--- src/verilog/meim_pkg.sv ---
// Constants, register map and types for the metering engine input map
// Functional notes
// - Code 5 sums VA*IA, VB*IB, VC*IC on elements 0, 1, 2.
// - Codes 2, 3, 4 select two-element delta and wye formulas with half differences.
// - Raw samples readable at engine words 0 through 0xA, one per handle.
// - Eleven channels all single-ended; seven when all current pairs differential.
// - Pair-0 differential joins pins 0 and 1 into handle 0, location 0.
// - Local differential pair 2 joins pins 2, 3 into handle 2, location 2.
// - Remote pair needs no handle; isolation link writes its even location directly.
// - Voltages single-ended, never remote, handles and locations 8, 9, 10.
// - Slot select names handle 0 to 10; single-ended handle equals pin and location.
// - Pairs 2-3, 4-5, 6-7 each have own remote and differential enables.
// - Status word at engine address 0x80 holds sag flags and square wave.
// - Per-pass interrupt fires at the sample rate set by the frame divider.
// - Status bit 3 square wave, bits 2..0 sag C, B, A, upper bits zero.
// - Sag flag sets after sag count samples below threshold, clears above it.
`default_nettype none

package meim_pkg;

  localparam int          ADDR_W          = 8;
  localparam int          DATA_W          = 32;
  localparam int          SAMPLE_W        = 32;
  localparam int          NUM_HANDLES     = 11;
  localparam int          HANDLE_W        = 4;

  // Register addresses (engine word addresses)
  localparam logic [7:0]  RAW_LAST_ADDR   = 8'h0A;
  localparam logic [7:0]  ADDR_SEL_FIRST  = 8'h10;
  localparam logic [7:0]  ADDR_SEL_LAST   = 8'h1A;
  localparam logic [7:0]  ADDR_SAG_THRESHOLD    = 8'h24;
  localparam logic [7:0]  ADDR_STATUS     = 8'h80;
  localparam logic [7:0]  ADDR_IO_CFG     = 8'h90;
  localparam logic [7:0]  ADDR_PAIR_CFG   = 8'h91;
  localparam logic [7:0]  ADDR_SAG_SAMPLE_COUNT    = 8'h92;
  localparam logic [7:0]  ADDR_IRQ_STAT   = 8'h93;
  localparam logic [7:0]  ADDR_IRQ_CLR    = 8'h94;
  localparam logic [7:0]  ADDR_IRQ_EN     = 8'h95;

  // Io config fields
  localparam int          EQU_LSB         = 5;
  localparam int          EQU_MSB         = 7;
  localparam int          DIV_LSB         = 0;
  localparam int          DIV_MSB         = 3;
  // Pair config fields
  localparam int          DIFF0_BIT       = 0;
  localparam int          DIFF2_BIT       = 1;
  localparam int          DIFF4_BIT       = 2;
  localparam int          DIFF6_BIT       = 3;
  localparam int          RMT2_BIT        = 4;
  localparam int          RMT4_BIT        = 5;
  localparam int          RMT6_BIT        = 6;
  // Status bits
  localparam int          ST_SQW_BIT      = 3;
  localparam int          ST_W            = 4;
  // Interrupt status bits
  localparam int          IRQ_PASS_BIT    = 0;
  localparam int          IRQ_SAG_BIT     = 1;
  localparam int          IRQ_W           = 2;

  localparam logic [2:0]  EQU_RESET       = 3'h5;
  localparam logic [3:0]  DIV_RESET       = 4'h7;
  localparam logic [11:0] SAG_SAMPLE_COUNT_RESET   = 12'h0DA;
  localparam logic [31:0] SAG_THRESHOLD_RESET   = 32'h0000_0000;
  localparam logic [3:0]  HANDLE_VA       = 4'h8;

  // Sample rate: 32768 Hz reference, 15 cycles per frame at divider 7
  localparam int          CLK_HZ          = 100_000_000;
  localparam int          REF_HZ          = 32768;
  localparam int          REF_TICK_CYC    = CLK_HZ / REF_HZ;
  // Frame start tick settles; first slot then converts two ticks
  localparam int          FRAME_REF_BASE  = 2;
  localparam int          CONV_REF_CYC    = 2;
  localparam int          TICK_W          = 12;
  localparam int          FRM_W           = 5;

  typedef enum logic [1:0] {
    MEIM_IDLE   = 2'b00,
    MEIM_CONV   = 2'b01,
    MEIM_STORE  = 2'b10
  } meim_state_e;

endpackage : meim_pkg

`default_nettype wire

--- src/verilog/meim_slot_map.sv ---
// Handle to storage location decode for the input multiplexer
`default_nettype none

module meim_slot_map (
  input  wire logic [3:0] i_handle,        // Slot select value
  input  wire logic [6:0] i_pair_cfg,      // Differential and remote enables
  output logic            o_store,         // Handle produces a sample
  output logic [3:0]      o_loc            // Storage location
);

  logic odd_diff;
  logic pair_rmt;

  always_comb
  begin
    odd_diff = 1'b0;
    pair_rmt = 1'b0;
    unique case (i_handle)
      4'h0, 4'h1: odd_diff = i_pair_cfg[meim_pkg::DIFF0_BIT];
      4'h2, 4'h3:
      begin
        odd_diff = i_pair_cfg[meim_pkg::DIFF2_BIT];
        pair_rmt = i_pair_cfg[meim_pkg::RMT2_BIT];
      end
      4'h4, 4'h5:
      begin
        odd_diff = i_pair_cfg[meim_pkg::DIFF4_BIT];
        pair_rmt = i_pair_cfg[meim_pkg::RMT4_BIT];
      end
      4'h6, 4'h7:
      begin
        odd_diff = i_pair_cfg[meim_pkg::DIFF6_BIT];
        pair_rmt = i_pair_cfg[meim_pkg::RMT6_BIT];
      end
      default: ;
    endcase
    // Remote pairs are fed by the link; odd handles of diff pairs unused
    o_store = (i_handle <= meim_pkg::RAW_LAST_ADDR[3:0]) && !pair_rmt
              && !(odd_diff && i_handle[0] && i_handle < meim_pkg::HANDLE_VA);
    o_loc   = i_handle;
  end

endmodule : meim_slot_map

`default_nettype wire

--- src/verilog/meim_sag_det.sv ---
// Per-phase sag detector with sample-count qualification
`default_nettype none

module meim_sag_det (
  input  wire logic               i_sys_clk,   // System clock
  input  wire logic               i_rstn,      // Async reset, active low
  input  wire logic               i_smp_vld,   // New voltage sample
  input  wire logic signed [31:0] i_sample,    // Voltage sample
  input  wire logic signed [31:0] i_thr,       // Sag threshold
  input  wire logic [11:0]        i_cnt,       // Sag sample count
  output logic                    o_sag        // Sag flag
);

  typedef struct packed {
    logic [11:0] below;
    logic        sag;
  } meim_sag_s;

  meim_sag_s st_reg;
  meim_sag_s st_next;
  logic [31:0] mag;

  always_comb
  begin
    st_next = st_reg;
    mag     = i_sample[31] ? 32'(-i_sample) : i_sample;
    if (i_smp_vld)
    begin
      if ($signed(mag) < i_thr)
      begin
        if (st_reg.below < i_cnt)
          st_next.below = st_reg.below + 12'h001;
        if (st_reg.below + 12'h001 >= i_cnt)
          st_next.sag = 1'b1;
      end
      else if ($signed(mag) > i_thr)
      begin
        st_next.below = 12'h000;
        st_next.sag   = 1'b0;
      end
      else
        st_next.below = 12'h000;
    end
  end

  always_ff @(posedge i_sys_clk or negedge i_rstn)
  begin
    if (!i_rstn)
      st_reg <= '0;
    else
      st_reg <= st_next;
  end

  assign o_sag = st_reg.sag;

endmodule : meim_sag_det

`default_nettype wire

--- src/verilog/meim_top.sv ---
// Metering engine input map: sample slots, equation select, status and pass interrupt
`default_nettype none

module meim_top (
  input  wire logic        i_sys_clk,     // System clock 100 MHz
  input  wire logic        i_rstn,        // Async reset, active low
  input  wire logic [7:0]  i_addr,        // Register word address
  input  wire logic [31:0] i_wdata,       // Write data
  input  wire logic        i_wr,          // Write strobe
  input  wire logic        i_rd,          // Read strobe
  output logic      [31:0] o_rdata,       // Read data, cycle after strobe
  input  wire logic [31:0] i_adc_data,    // Converter result for current slot
  input  wire logic        i_rmt_vld,     // Isolation link sample strobe
  input  wire logic [1:0]  i_rmt_pair,    // Link pair: 1=pair2,2=pair4,3=pair6
  input  wire logic [31:0] i_rmt_data,    // Link sample
  output logic [3:0]       o_handle,      // Handle on multiplexer
  output logic             o_irq,         // Interrupt, level high
  output logic             o_pass,        // One-cycle pass pulse
  output logic [2:0]       o_equation_select // Equation in force
);

  localparam int SW = meim_pkg::SAMPLE_W;

  // ==========================================================
  // State
  typedef struct packed {
    meim_pkg::meim_state_e                state;
    logic [meim_pkg::TICK_W-1:0]          tick;
    logic [meim_pkg::FRM_W-1:0]           ref_cnt;
    logic [3:0]                           slot;
    logic [3:0]                           handle;
    logic [10:0][3:0]                     slot_sel;
    logic [10:0][SW-1:0]                  raw;
    logic [7:0]                           io_cfg;
    logic [6:0]                           pair_cfg;
    logic [31:0]                          sag_threshold;
    logic [11:0]                          sag_sample_count;
    logic [meim_pkg::IRQ_W-1:0]           irq_stat;
    logic [meim_pkg::IRQ_W-1:0]           irq_en;
    logic [meim_pkg::ST_W-1:0]            status;
    logic                                 va_pos;
    logic [31:0]                          rdata;
    logic                                 irq;
    logic                                 pass;
  } meim_top_s;

  meim_top_s st_reg;
  meim_top_s st_next;

  logic       map_store;
  logic [3:0] map_loc;
  logic [2:0] sag;
  logic [2:0] sag_vld;
  logic [3:0] div;
  logic [3:0] rmt_loc;
  logic       rmt_ok;

  assign div = st_reg.io_cfg[meim_pkg::DIV_MSB:meim_pkg::DIV_LSB];

  meim_slot_map u_map (
    .i_handle   (st_reg.handle),
    .i_pair_cfg (st_reg.pair_cfg),
    .o_store    (map_store),
    .o_loc      (map_loc)
  );

  // ==========================================================
  // Sag detectors for voltages on locations 8, 9, 10
  genvar g;
  generate
    for (g = 0; g < 3; g++)
    begin : g_sag
      assign sag_vld[g] = (st_reg.state == meim_pkg::MEIM_STORE) && map_store
                          && (map_loc == meim_pkg::HANDLE_VA + 4'(g));
      meim_sag_det u_sag (
        .i_sys_clk (i_sys_clk),
        .i_rstn    (i_rstn),
        .i_smp_vld (sag_vld[g]),
        .i_sample  (i_adc_data),
        .i_thr     (st_reg.sag_threshold),
        .i_cnt     (st_reg.sag_sample_count),
        .o_sag     (sag[g])
      );
    end
  endgenerate

  // Remote pair index to even location; voltages never remote
  always_comb
  begin
    rmt_loc = {1'b0, i_rmt_pair, 1'b0};
    unique case (i_rmt_pair)
      2'h1:    rmt_ok = st_reg.pair_cfg[meim_pkg::RMT2_BIT];
      2'h2:    rmt_ok = st_reg.pair_cfg[meim_pkg::RMT4_BIT];
      2'h3:    rmt_ok = st_reg.pair_cfg[meim_pkg::RMT6_BIT];
      default: rmt_ok = 1'b0;
    endcase
  end

  // ==========================================================
  // Next state
  always_comb
  begin
    st_next      = st_reg;
    st_next.pass = 1'b0;

    // Reference tick divider (32768 Hz)
    if (st_reg.tick == meim_pkg::TICK_W'(meim_pkg::REF_TICK_CYC - 1))
      st_next.tick = '0;
    else
      st_next.tick = st_reg.tick + 1'b1;

    // Frame: one settling tick then two ticks per conversion per slot
    unique case (st_reg.state)
      meim_pkg::MEIM_IDLE:
      begin
        st_next.handle = st_reg.slot_sel[0];
        if (st_reg.tick == '0)
        begin
          st_next.state   = meim_pkg::MEIM_CONV;
          st_next.slot    = 4'h0;
          st_next.ref_cnt = meim_pkg::FRM_W'(meim_pkg::FRAME_REF_BASE);
        end
      end
      meim_pkg::MEIM_CONV:
      begin
        if (st_reg.tick == '0)
        begin
          if (st_reg.ref_cnt == 1)
            st_next.state = meim_pkg::MEIM_STORE;
          else
            st_next.ref_cnt = st_reg.ref_cnt - 1'b1;
        end
      end
      meim_pkg::MEIM_STORE:
      begin
        if (map_store)
          st_next.raw[map_loc] = i_adc_data;
        st_next.ref_cnt = meim_pkg::FRM_W'(meim_pkg::CONV_REF_CYC);
        if (st_reg.slot + 4'h1 >= div)
        begin
          // Pass ends once per frame: sample-rate interrupt
          st_next.state = meim_pkg::MEIM_IDLE;
          st_next.pass  = 1'b1;
          st_next.irq_stat[meim_pkg::IRQ_PASS_BIT] = 1'b1;
        end
        else
        begin
          st_next.state  = meim_pkg::MEIM_CONV;
          st_next.slot   = st_reg.slot + 4'h1;
          st_next.handle = st_reg.slot_sel[st_reg.slot + 4'h1];
        end
      end
      default: st_next.state = meim_pkg::MEIM_IDLE;
    endcase

    // Remote link writes straight into even locations, held until next write
    if (i_rmt_vld && rmt_ok)
      st_next.raw[rmt_loc] = i_rmt_data;

    // Status word: sag C,B,A and fundamental square wave from VA sign
    if (sag_vld[0])
      st_next.va_pos = ~i_adc_data[31];
    st_next.status = {st_reg.va_pos, sag};
    if ((sag & ~st_reg.status[2:0]) != 3'h0)
      st_next.irq_stat[meim_pkg::IRQ_SAG_BIT] = 1'b1;

    // Register writes and reads
    st_next.rdata = 32'h0000_0000;
    if (i_wr)
    begin
      unique case (i_addr)
        meim_pkg::ADDR_IO_CFG:   st_next.io_cfg   = i_wdata[7:0];
        meim_pkg::ADDR_PAIR_CFG: st_next.pair_cfg = i_wdata[6:0];
        meim_pkg::ADDR_SAG_THRESHOLD:  st_next.sag_threshold  = i_wdata;
        meim_pkg::ADDR_SAG_SAMPLE_COUNT:  st_next.sag_sample_count  = i_wdata[11:0];
        meim_pkg::ADDR_IRQ_EN:   st_next.irq_en   = i_wdata[meim_pkg::IRQ_W-1:0];
        // Set wins only for bits rising 0 to 1 this cycle; clear drops bits already set, even if set again
        meim_pkg::ADDR_IRQ_CLR:
          st_next.irq_stat = st_next.irq_stat
                             & ~(i_wdata[meim_pkg::IRQ_W-1:0] & ~(st_next.irq_stat & ~st_reg.irq_stat));
        default:
        begin
          if (i_addr >= meim_pkg::ADDR_SEL_FIRST && i_addr <= meim_pkg::ADDR_SEL_LAST)
            st_next.slot_sel[i_addr[3:0]] = i_wdata[3:0];
        end
      endcase
    end
    if (i_rd)
    begin
      if (i_addr <= meim_pkg::RAW_LAST_ADDR)
        st_next.rdata = st_reg.raw[i_addr[3:0]];
      else if (i_addr >= meim_pkg::ADDR_SEL_FIRST && i_addr <= meim_pkg::ADDR_SEL_LAST)
        st_next.rdata = {28'h0, st_reg.slot_sel[i_addr[3:0]]};
      else
        unique case (i_addr)
          meim_pkg::ADDR_STATUS:   st_next.rdata = {28'h0, st_reg.status};
          meim_pkg::ADDR_IO_CFG:   st_next.rdata = {24'h0, st_reg.io_cfg};
          meim_pkg::ADDR_PAIR_CFG: st_next.rdata = {25'h0, st_reg.pair_cfg};
          meim_pkg::ADDR_SAG_THRESHOLD:  st_next.rdata = st_reg.sag_threshold;
          meim_pkg::ADDR_SAG_SAMPLE_COUNT:  st_next.rdata = {20'h0, st_reg.sag_sample_count};
          meim_pkg::ADDR_IRQ_STAT: st_next.rdata = {30'h0, st_reg.irq_stat};
          meim_pkg::ADDR_IRQ_EN:   st_next.rdata = {30'h0, st_reg.irq_en};
          default:                 st_next.rdata = 32'h0000_0000;
        endcase
    end
    st_next.irq = |(st_next.irq_stat & st_next.irq_en);
  end

  // ==========================================================
  // Registers
  always_ff @(posedge i_sys_clk or negedge i_rstn)
  begin
    if (!i_rstn)
    begin
      st_reg          <= '0;
      st_reg.io_cfg   <= {meim_pkg::EQU_RESET, 1'b0, meim_pkg::DIV_RESET};
      st_reg.sag_sample_count  <= meim_pkg::SAG_SAMPLE_COUNT_RESET;
      st_reg.sag_threshold  <= meim_pkg::SAG_THRESHOLD_RESET;
      for (int i = 0; i < meim_pkg::NUM_HANDLES; i++)
        st_reg.slot_sel[i] <= 4'(i);
    end
    else
      st_reg <= st_next;
  end

  assign o_rdata           = st_reg.rdata;
  assign o_handle          = st_reg.handle;
  assign o_irq             = st_reg.irq;
  assign o_pass            = st_reg.pass;
  // Formula choice passed to the engine core; codes 2..5 meaningful
  assign o_equation_select = st_reg.io_cfg[meim_pkg::EQU_MSB:meim_pkg::EQU_LSB];

endmodule : meim_top

`default_nettype wire

--- config.mk ---
export PLATFORM = sky130hd
export DESIGN_NAME = meim_top
export DESIGN_NICKNAME = d
export VERILOG_FILES = /design/src/verilog/meim_pkg.sv /design/src/verilog/meim_slot_map.sv /design/src/verilog/meim_sag_det.sv /design/src/verilog/meim_top.sv
export SDC_FILE = /design/constraint.sdc
export NUM_CORES = 1
export LEC_CHECK = 0
export ABC_AREA = 1
export BUFFER_PORTS_ARGS = -buffer_cell sky130_fd_sc_hd__buf_4
export CAP_MARGIN = 20
export CELL_PAD_IN_SITES_DETAIL_PLACEMENT = 0
export CELL_PAD_IN_SITES_GLOBAL_PLACEMENT = 1
export CORE_ASPECT_RATIO = 0.5
export CORE_MARGIN = 2
export CORE_UTILIZATION = 40
export CTS_BUF_LIST = sky130_fd_sc_hd__clkbuf_4
export CTS_CLUSTER_DIAMETER = 100
export DETAILED_ROUTE_END_ITERATION = 10
export PLACE_DENSITY = 0.72
export SYNTH_ARGS = -nofsm -noshare
export SYNTH_HDL_FRONTEND = slang
export SYNTH_SLANG_ARGS = --single-unit
--- constraint.sdc ---
create_clock -name i_sys_clk -period 2.8 [get_ports i_sys_clk]
set_input_delay 0.56 -clock i_sys_clk [delete_from_list [all_inputs] [get_ports i_sys_clk]]
set_output_delay 0.56 -clock i_sys_clk [all_outputs]
set_load 0.05 [all_outputs]
**After elaboration in Yosys (flattened, before gate mapping)**

Cells that the tools add are included.

- Register bits after elaboration: 564
- Bits in latches: 0
- RAM bits: 0
- ROM bits: 0
- Bits of input ports: 111
- Output and inout port bits: 41
- Word-level logic and storage cells: 218
- Memories kept: 0

- Add/sub/neg operators: 7
- Multiply operators: 0
- Divide/modulo/power cells: 0
- $lt $le $gt $ge: 21
- Equal/unequal tests: 36
- Shift operators: 0
- Mux-type cells: 56
- Bitwise operators: 11
- Reductions and logical operators: 43

Operators with widths:

| cell | count |
|---|---|
| $mux 352 | 3 |
| $bwmux 352 | 2 |
| $mux 32 | 7 |
| $pmux 32 s7 | 1 |
| $bmux 32 s4 | 1 |
| $demux 32 s4 | 1 |
| $demux 32 s2 | 1 |
| $eq 8x8->1 const B | 7 |
| $add 12x1->12 const B | 4 |
| $mux 12 | 4 |
| $bwmux 44 | 1 |
| $mux 13 | 3 |
| $ge 12x12->1 | 3 |
| $lt 12x12->1 | 3 |
| $bmux 4 s4 | 2 |
| $gt 32x32->1 | 1 |
| $lt 32x32->1 | 1 |
| $neg 32->32 | 1 |
| $reduce_and 3->1 | 6 |
| $demux 4 s4 | 1 |
| $eq 4x3->1 const B | 4 |
| $mux 4 | 4 |
| $pmux 8 s2 | 1 |
| $reduce_and 2->1 | 8 |
| other kinds (46) | 104 |

**Longest topological paths before layout**

- Depth in word-level cells: 13
- Mapped depth: 25
- Mapped depth without buffers: 24

**Hierarchy**

From an unflattened synthesis, not the netlist that was laid out.

- Cell total of the unflattened synthesis: 4,617
- Area, all modules: 34,354.2 µm²

Modules (own cells, without submodules):

| module | instances | cells an instance | area each (µm²) | seq. area each (µm²) |
|---|---|---|---|---|
| meim_top | 1 | 3,121 | 24,986.5 | 13,171.4 |
| meim_sag_det at g_sag[0].u_sag ... | 2 | 489 | 3,083.0 | 325.3 |
| meim_sag_det at g_sag[2].u_sag | 1 | 488 | 3,070.4 | 325.3 |
| meim_slot_map | 1 | 30 | 131.4 | 0.0 |

**Worst setup path after synthesis**

No wires, ideal clock.

- Path type: input-to-reg
- From: input port i_adc_data[3]
- To: register g_sag[2].u_sag.st_reg[10] (netlist name)
- Library setup time: 0.067 ns
- Arrival time: 3.529 ns
- Data required time: 2.733 ns
- Setup slack: -0.796 ns
- Cell stages on the path: 21
- Buffers on the path: 3
- Path through: clkbuf_1 nor2_1 nand4_1 nor2_1 nand4_1 nor3_1 nand3_1 nand2_1 nand2_1 xor2_1 ha_1 a21oi_1 o21a_1 nand2_1 a21oi_1 nand3_1 nand2_1 buf_2 clkbuf_1 nand4_1 nand2_1

- Longest elaborated chain between the ends: 5
- Elaborated cells on any way between the ends: 6
- Classes of those cells: add/sub: 1; order compare: 1; eq/ne: 1; mux: 2; reduce/logical: 1

RTL lines:

| item | line | source |
|---|---|---|
| start: declaration | meim_top.sv:12 | `input wire logic [31:0] i_adc_data,` |
| $neg 32->32 | meim_sag_det.sv:26 | `mag = i_sample[31] ? 32'(-i_sample) : i_sample;` |
| $mux 32 * | meim_sag_det.sv:26 |  |
| $lt 32x32->1 * | meim_sag_det.sv:29 | `if ($signed(mag) < i_thr)` |
| $ne 2x1->1 (no source line) | -- |  |
| $reduce_and 2->1 (no source line) | -- |  |
| end signal: assignment | meim_sag_det.sv:51 | `st_reg <= st_next;` |
| end: declaration | meim_sag_det.sv:19 | `meim_sag_s st_reg;` |

Every way passes the cells marked *; elsewhere a longest branch is shown, timed or not.
A chain may end at the register's enable or synchronous reset.

**Worst setup path in the final report**

- From: input port i_adc_data[1]
- To: register g_sag[1].u_sag.st_reg[9] (netlist name)

- Longest elaborated chain between the ends: 5
- Elaborated cells on any way between the ends: 6
- Classes of those cells: add/sub: 1; order compare: 1; eq/ne: 1; mux: 2; reduce/logical: 1

RTL lines:

| item | line |
|---|---|
| $neg 32->32 | meim_sag_det.sv:26 |
| $mux 32 * | meim_sag_det.sv:26 |
| $lt 32x32->1 * | meim_sag_det.sv:29 |
| $ne 2x1->1 (no source line) | -- |
| $reduce_and 2->1 (no source line) | -- |
| end signal: assignment | meim_sag_det.sv:51 |
| end: declaration | meim_sag_det.sv:19 |

Marks and branches as above.

==> impl_metrics.ini <==
[grt]
grt_max_degree = 69
grt_overflow = 0
grt_pass1_wl_mm = 171.6
track_usage = 0.2988
antenna_found_initial = 3
grt_pass1_vias = 27240

[clock_tree]
htreeDepth = 4
clk_path_buf_depth = 3
clock-root-buffer = clkbuf_4
clock_latency_ns = 0.97
cts_tree = done
cts.clk_slew.worst_paths_ns = 0.06
cts_made_buffers = 139
clock_sinks = 564

[power]
finalPower_mw = 17.85
irDropWorstVdd_uv = 304.9
p_leak_nw = 17.89
power.density_nw_per_um2 = 483.2

[timing]
fin_tns_setup_ns = -0.6685
skew_ns = 0.06788
setup_ws_ns = -0.08427
worstMarginPinSlew_ns = 0.8918
post-route-min-period_ns = 2.884
setup_viol = 14
grt_setup_unrepaired = true
relSlewSlack = 0.4027
hold_viol_final = 0
finalCritPeriodShare = 1.030
slew_viol_final = 0
fmax_ghz = 0.3467

[drt]
wl_per_cell_um = 22.42
viasPerCell = 5.560
finalWirelength_mm = 114.5
vias = 28380
ant_nets = 0
drt-pass1-iter-count = 6
drcViolationCount = 0
drt_iter0_markers = 3191

[final_layout]
utilization = 0.5057
fill_cells = 7074
drive_gt1_frac = 0.1953
layout_common_cells = nand2_1 (627), o21ai_0 (588), dfrtp_1 (535), buf_4 (383), inv_1 (330)
nets = 4264
seq_area_um2 = 14150
largest_reg_flops = 479
multiInputGateArea_um2 = 13420
final_common_cell = nand2_1
syn2layout_area_growth_pct = 25.27

[floorplanning]
die_y_um = 196.0
io_pins = 152
rows = 70
die_w_um = 388.0
core_um2 = 73050
fp.dieArea_um2 = 76030
start_util = 0.4037

[place]
gp_congestion = 0.9473
place_ws_ns = -1.214
dpl.hpwl_mm = 76.92
io_buffers = 151

[critical_path]
cp_cell_sequence = buf_4 -> inv_4 -> nand4_1 -> nor2_4 -> nand4_1 -> nor3_4 -> nand3_1 -> nand2_2 -> nand2_2 -> xor2_2 -> ha_1 -> a21oi_2 -> o21a_1 -> nand2_2 -> a21oi_4 -> nand2_2 -> nand2_2 -> nand2_4 -> o21ai_4 -> buf_12 -> nand2_1 -> nand2_1
setup.worst_path.end_class = register
cp.arrival_ns = 3.72
crit_slowest_cell = ha_1
worstSetupPathType = in2reg
critPathLaunchType = primary input
crit_path_frequent_cell = nand2_2
cpPeakStageDelay_ns = 0.33
worstPathRequired_ns = 3.64
crit_fanout = 6

[yosys]
yosysTopAreaCellShare = 0.4557
synth_area_leaders = dfrtp_1 (46%), o21ai_0 (10%), nand2_1 (8.3%)
synthCells = 3597
syn_avg_cell_area_um2 = 8.197
synth-seq-area-share = 0.4798
synth-seq-cells = 564
syn-num-nets = 3826
synth.cell_area_um2 = 29490
synth_cell_types = 49
synth.yosys.warnings = 0
yosys.area.top_type = dfrtp_1

[hold_path]
hp-class = in2reg

[status]
status = finished with violations
violations = negative setup slack

[flow_run]
maxCapViolations = 0
[metrics by stage]
step,hold WS [ns],instance area (µm²),cells
3_5_place_dp,0.3716,33530,4743
4_1_cts,0.0008844,36390,5091
2_1_floorplan,0.2644,29580,3597
5_1_grt,0.04253,36940,5104
3_3_place_gp,0.3691,33530,4743
6_report,0.06761,36940,5104
[what timing repair did]
action,4_1_cts,5_1_grt
hold endpoints to repair,300,0
setup buffers,1,6
gates resized for setup,10,102
setup endpoints to repair,38,39
hold buffers,113,0
pin swaps,3,28
cloned,0,5
[layer usage]
metal	up-vias	global-route usage	routed length [µm]
met5	-	0	18
met4	2	0.09036	2734
met3	201	0.07451	10590
met2	1260	0.4340	48220
met1	13780	0.4373	52880
li1	13140	-	-
[path summary, 6_finish.rpt]
path	slack [ns]	cells after the start	endpoint	start
worst max-delay path	-0.08	22	g_sag[1].u_sag.st_reg[9]	i_adc_data[1]
worst min-delay path	0.07	4	st_reg[386]	i_adc_data[28]
worst max register to register	0.17	16	g_sag[1].u_sag.o_sag	g_sag[1].u_sag.st_reg[1]
worst min register to register	0.37	0	st_reg[36]	g_sag[1].u_sag.o_sag
max in group asynchronous	1.66	3	st_reg[326]	i_rstn
min in group asynchronous	0.25	2	st_reg[186]	i_rstn
[synthesized netlist by cell type, drive strengths merged]
master,count
a211oi,22
a21o,3
a21oi,114
a221oi,5
a22o,1
a22oi,1
a31oi,25
a32oi,1
a41oi,1
and3,2
buf,101
clkbuf,157
clkinv,8
dfrtp,537
dfstp,27
ha,118
inv,340
nand2,655
nand3,89
nand3b,2
nand4,67
nor2,300
nor3,30
nor3b,6
nor4,5
o2111ai,6
o211ai,12
o21a,13
o21ai,596
o21bai,3
o221ai,5
o22a,1
o22ai,272
o31ai,3
o32ai,1
o41ai,2
or2,4
xnor2,10
xor2,52
[power breakdown]
group          switching, mW  total [mW]  internal [mW]  leakage [nW]
combinational           1.45        2.29          0.840          10.6
sequential             0.148        8.52           8.38          6.29
clock                   3.66        7.04           3.38          1.01
[critical path: cells and delay by family]
family	cells	cell delay, ns
and+or+nand+nor	13	1.64
xor gates and xnor gates	1	0.14
AOI/OAI and AO/OA	4	0.68
adders and majority gates	1	0.33
buffers and inverters	3	0.34
[cell type report]
| type | count | area share |
|---|---|---|
| inverters | 348 | 0.03560 |
| diodes | 4 | 0.0002710 |
| repair buffers | 554 | 0.1394 |
| well taps | 972 | 0.03292 |
| clock buffers | 201 | 0.04085 |
| clock inverters | 33 | 0.004607 |
| flip-flops and latches | 564 | 0.3831 |
| multi-input cells | 2428 | 0.3633 |
[kinds of logic after synthesis]
kind of cell	after synthesis	share of synthesized area
AO/OA/AOI/OAI	1087	0.2049
XOR/XNOR	62	0.01842
adder cells (fa/ha/maj)	118	0.05007
buffers and inverters	606	0.08436
flip-flops	564	0.4798
AND/OR/NAND/NOR	1160	0.1625
Note: power is estimated with default switching activity, not from simulation.
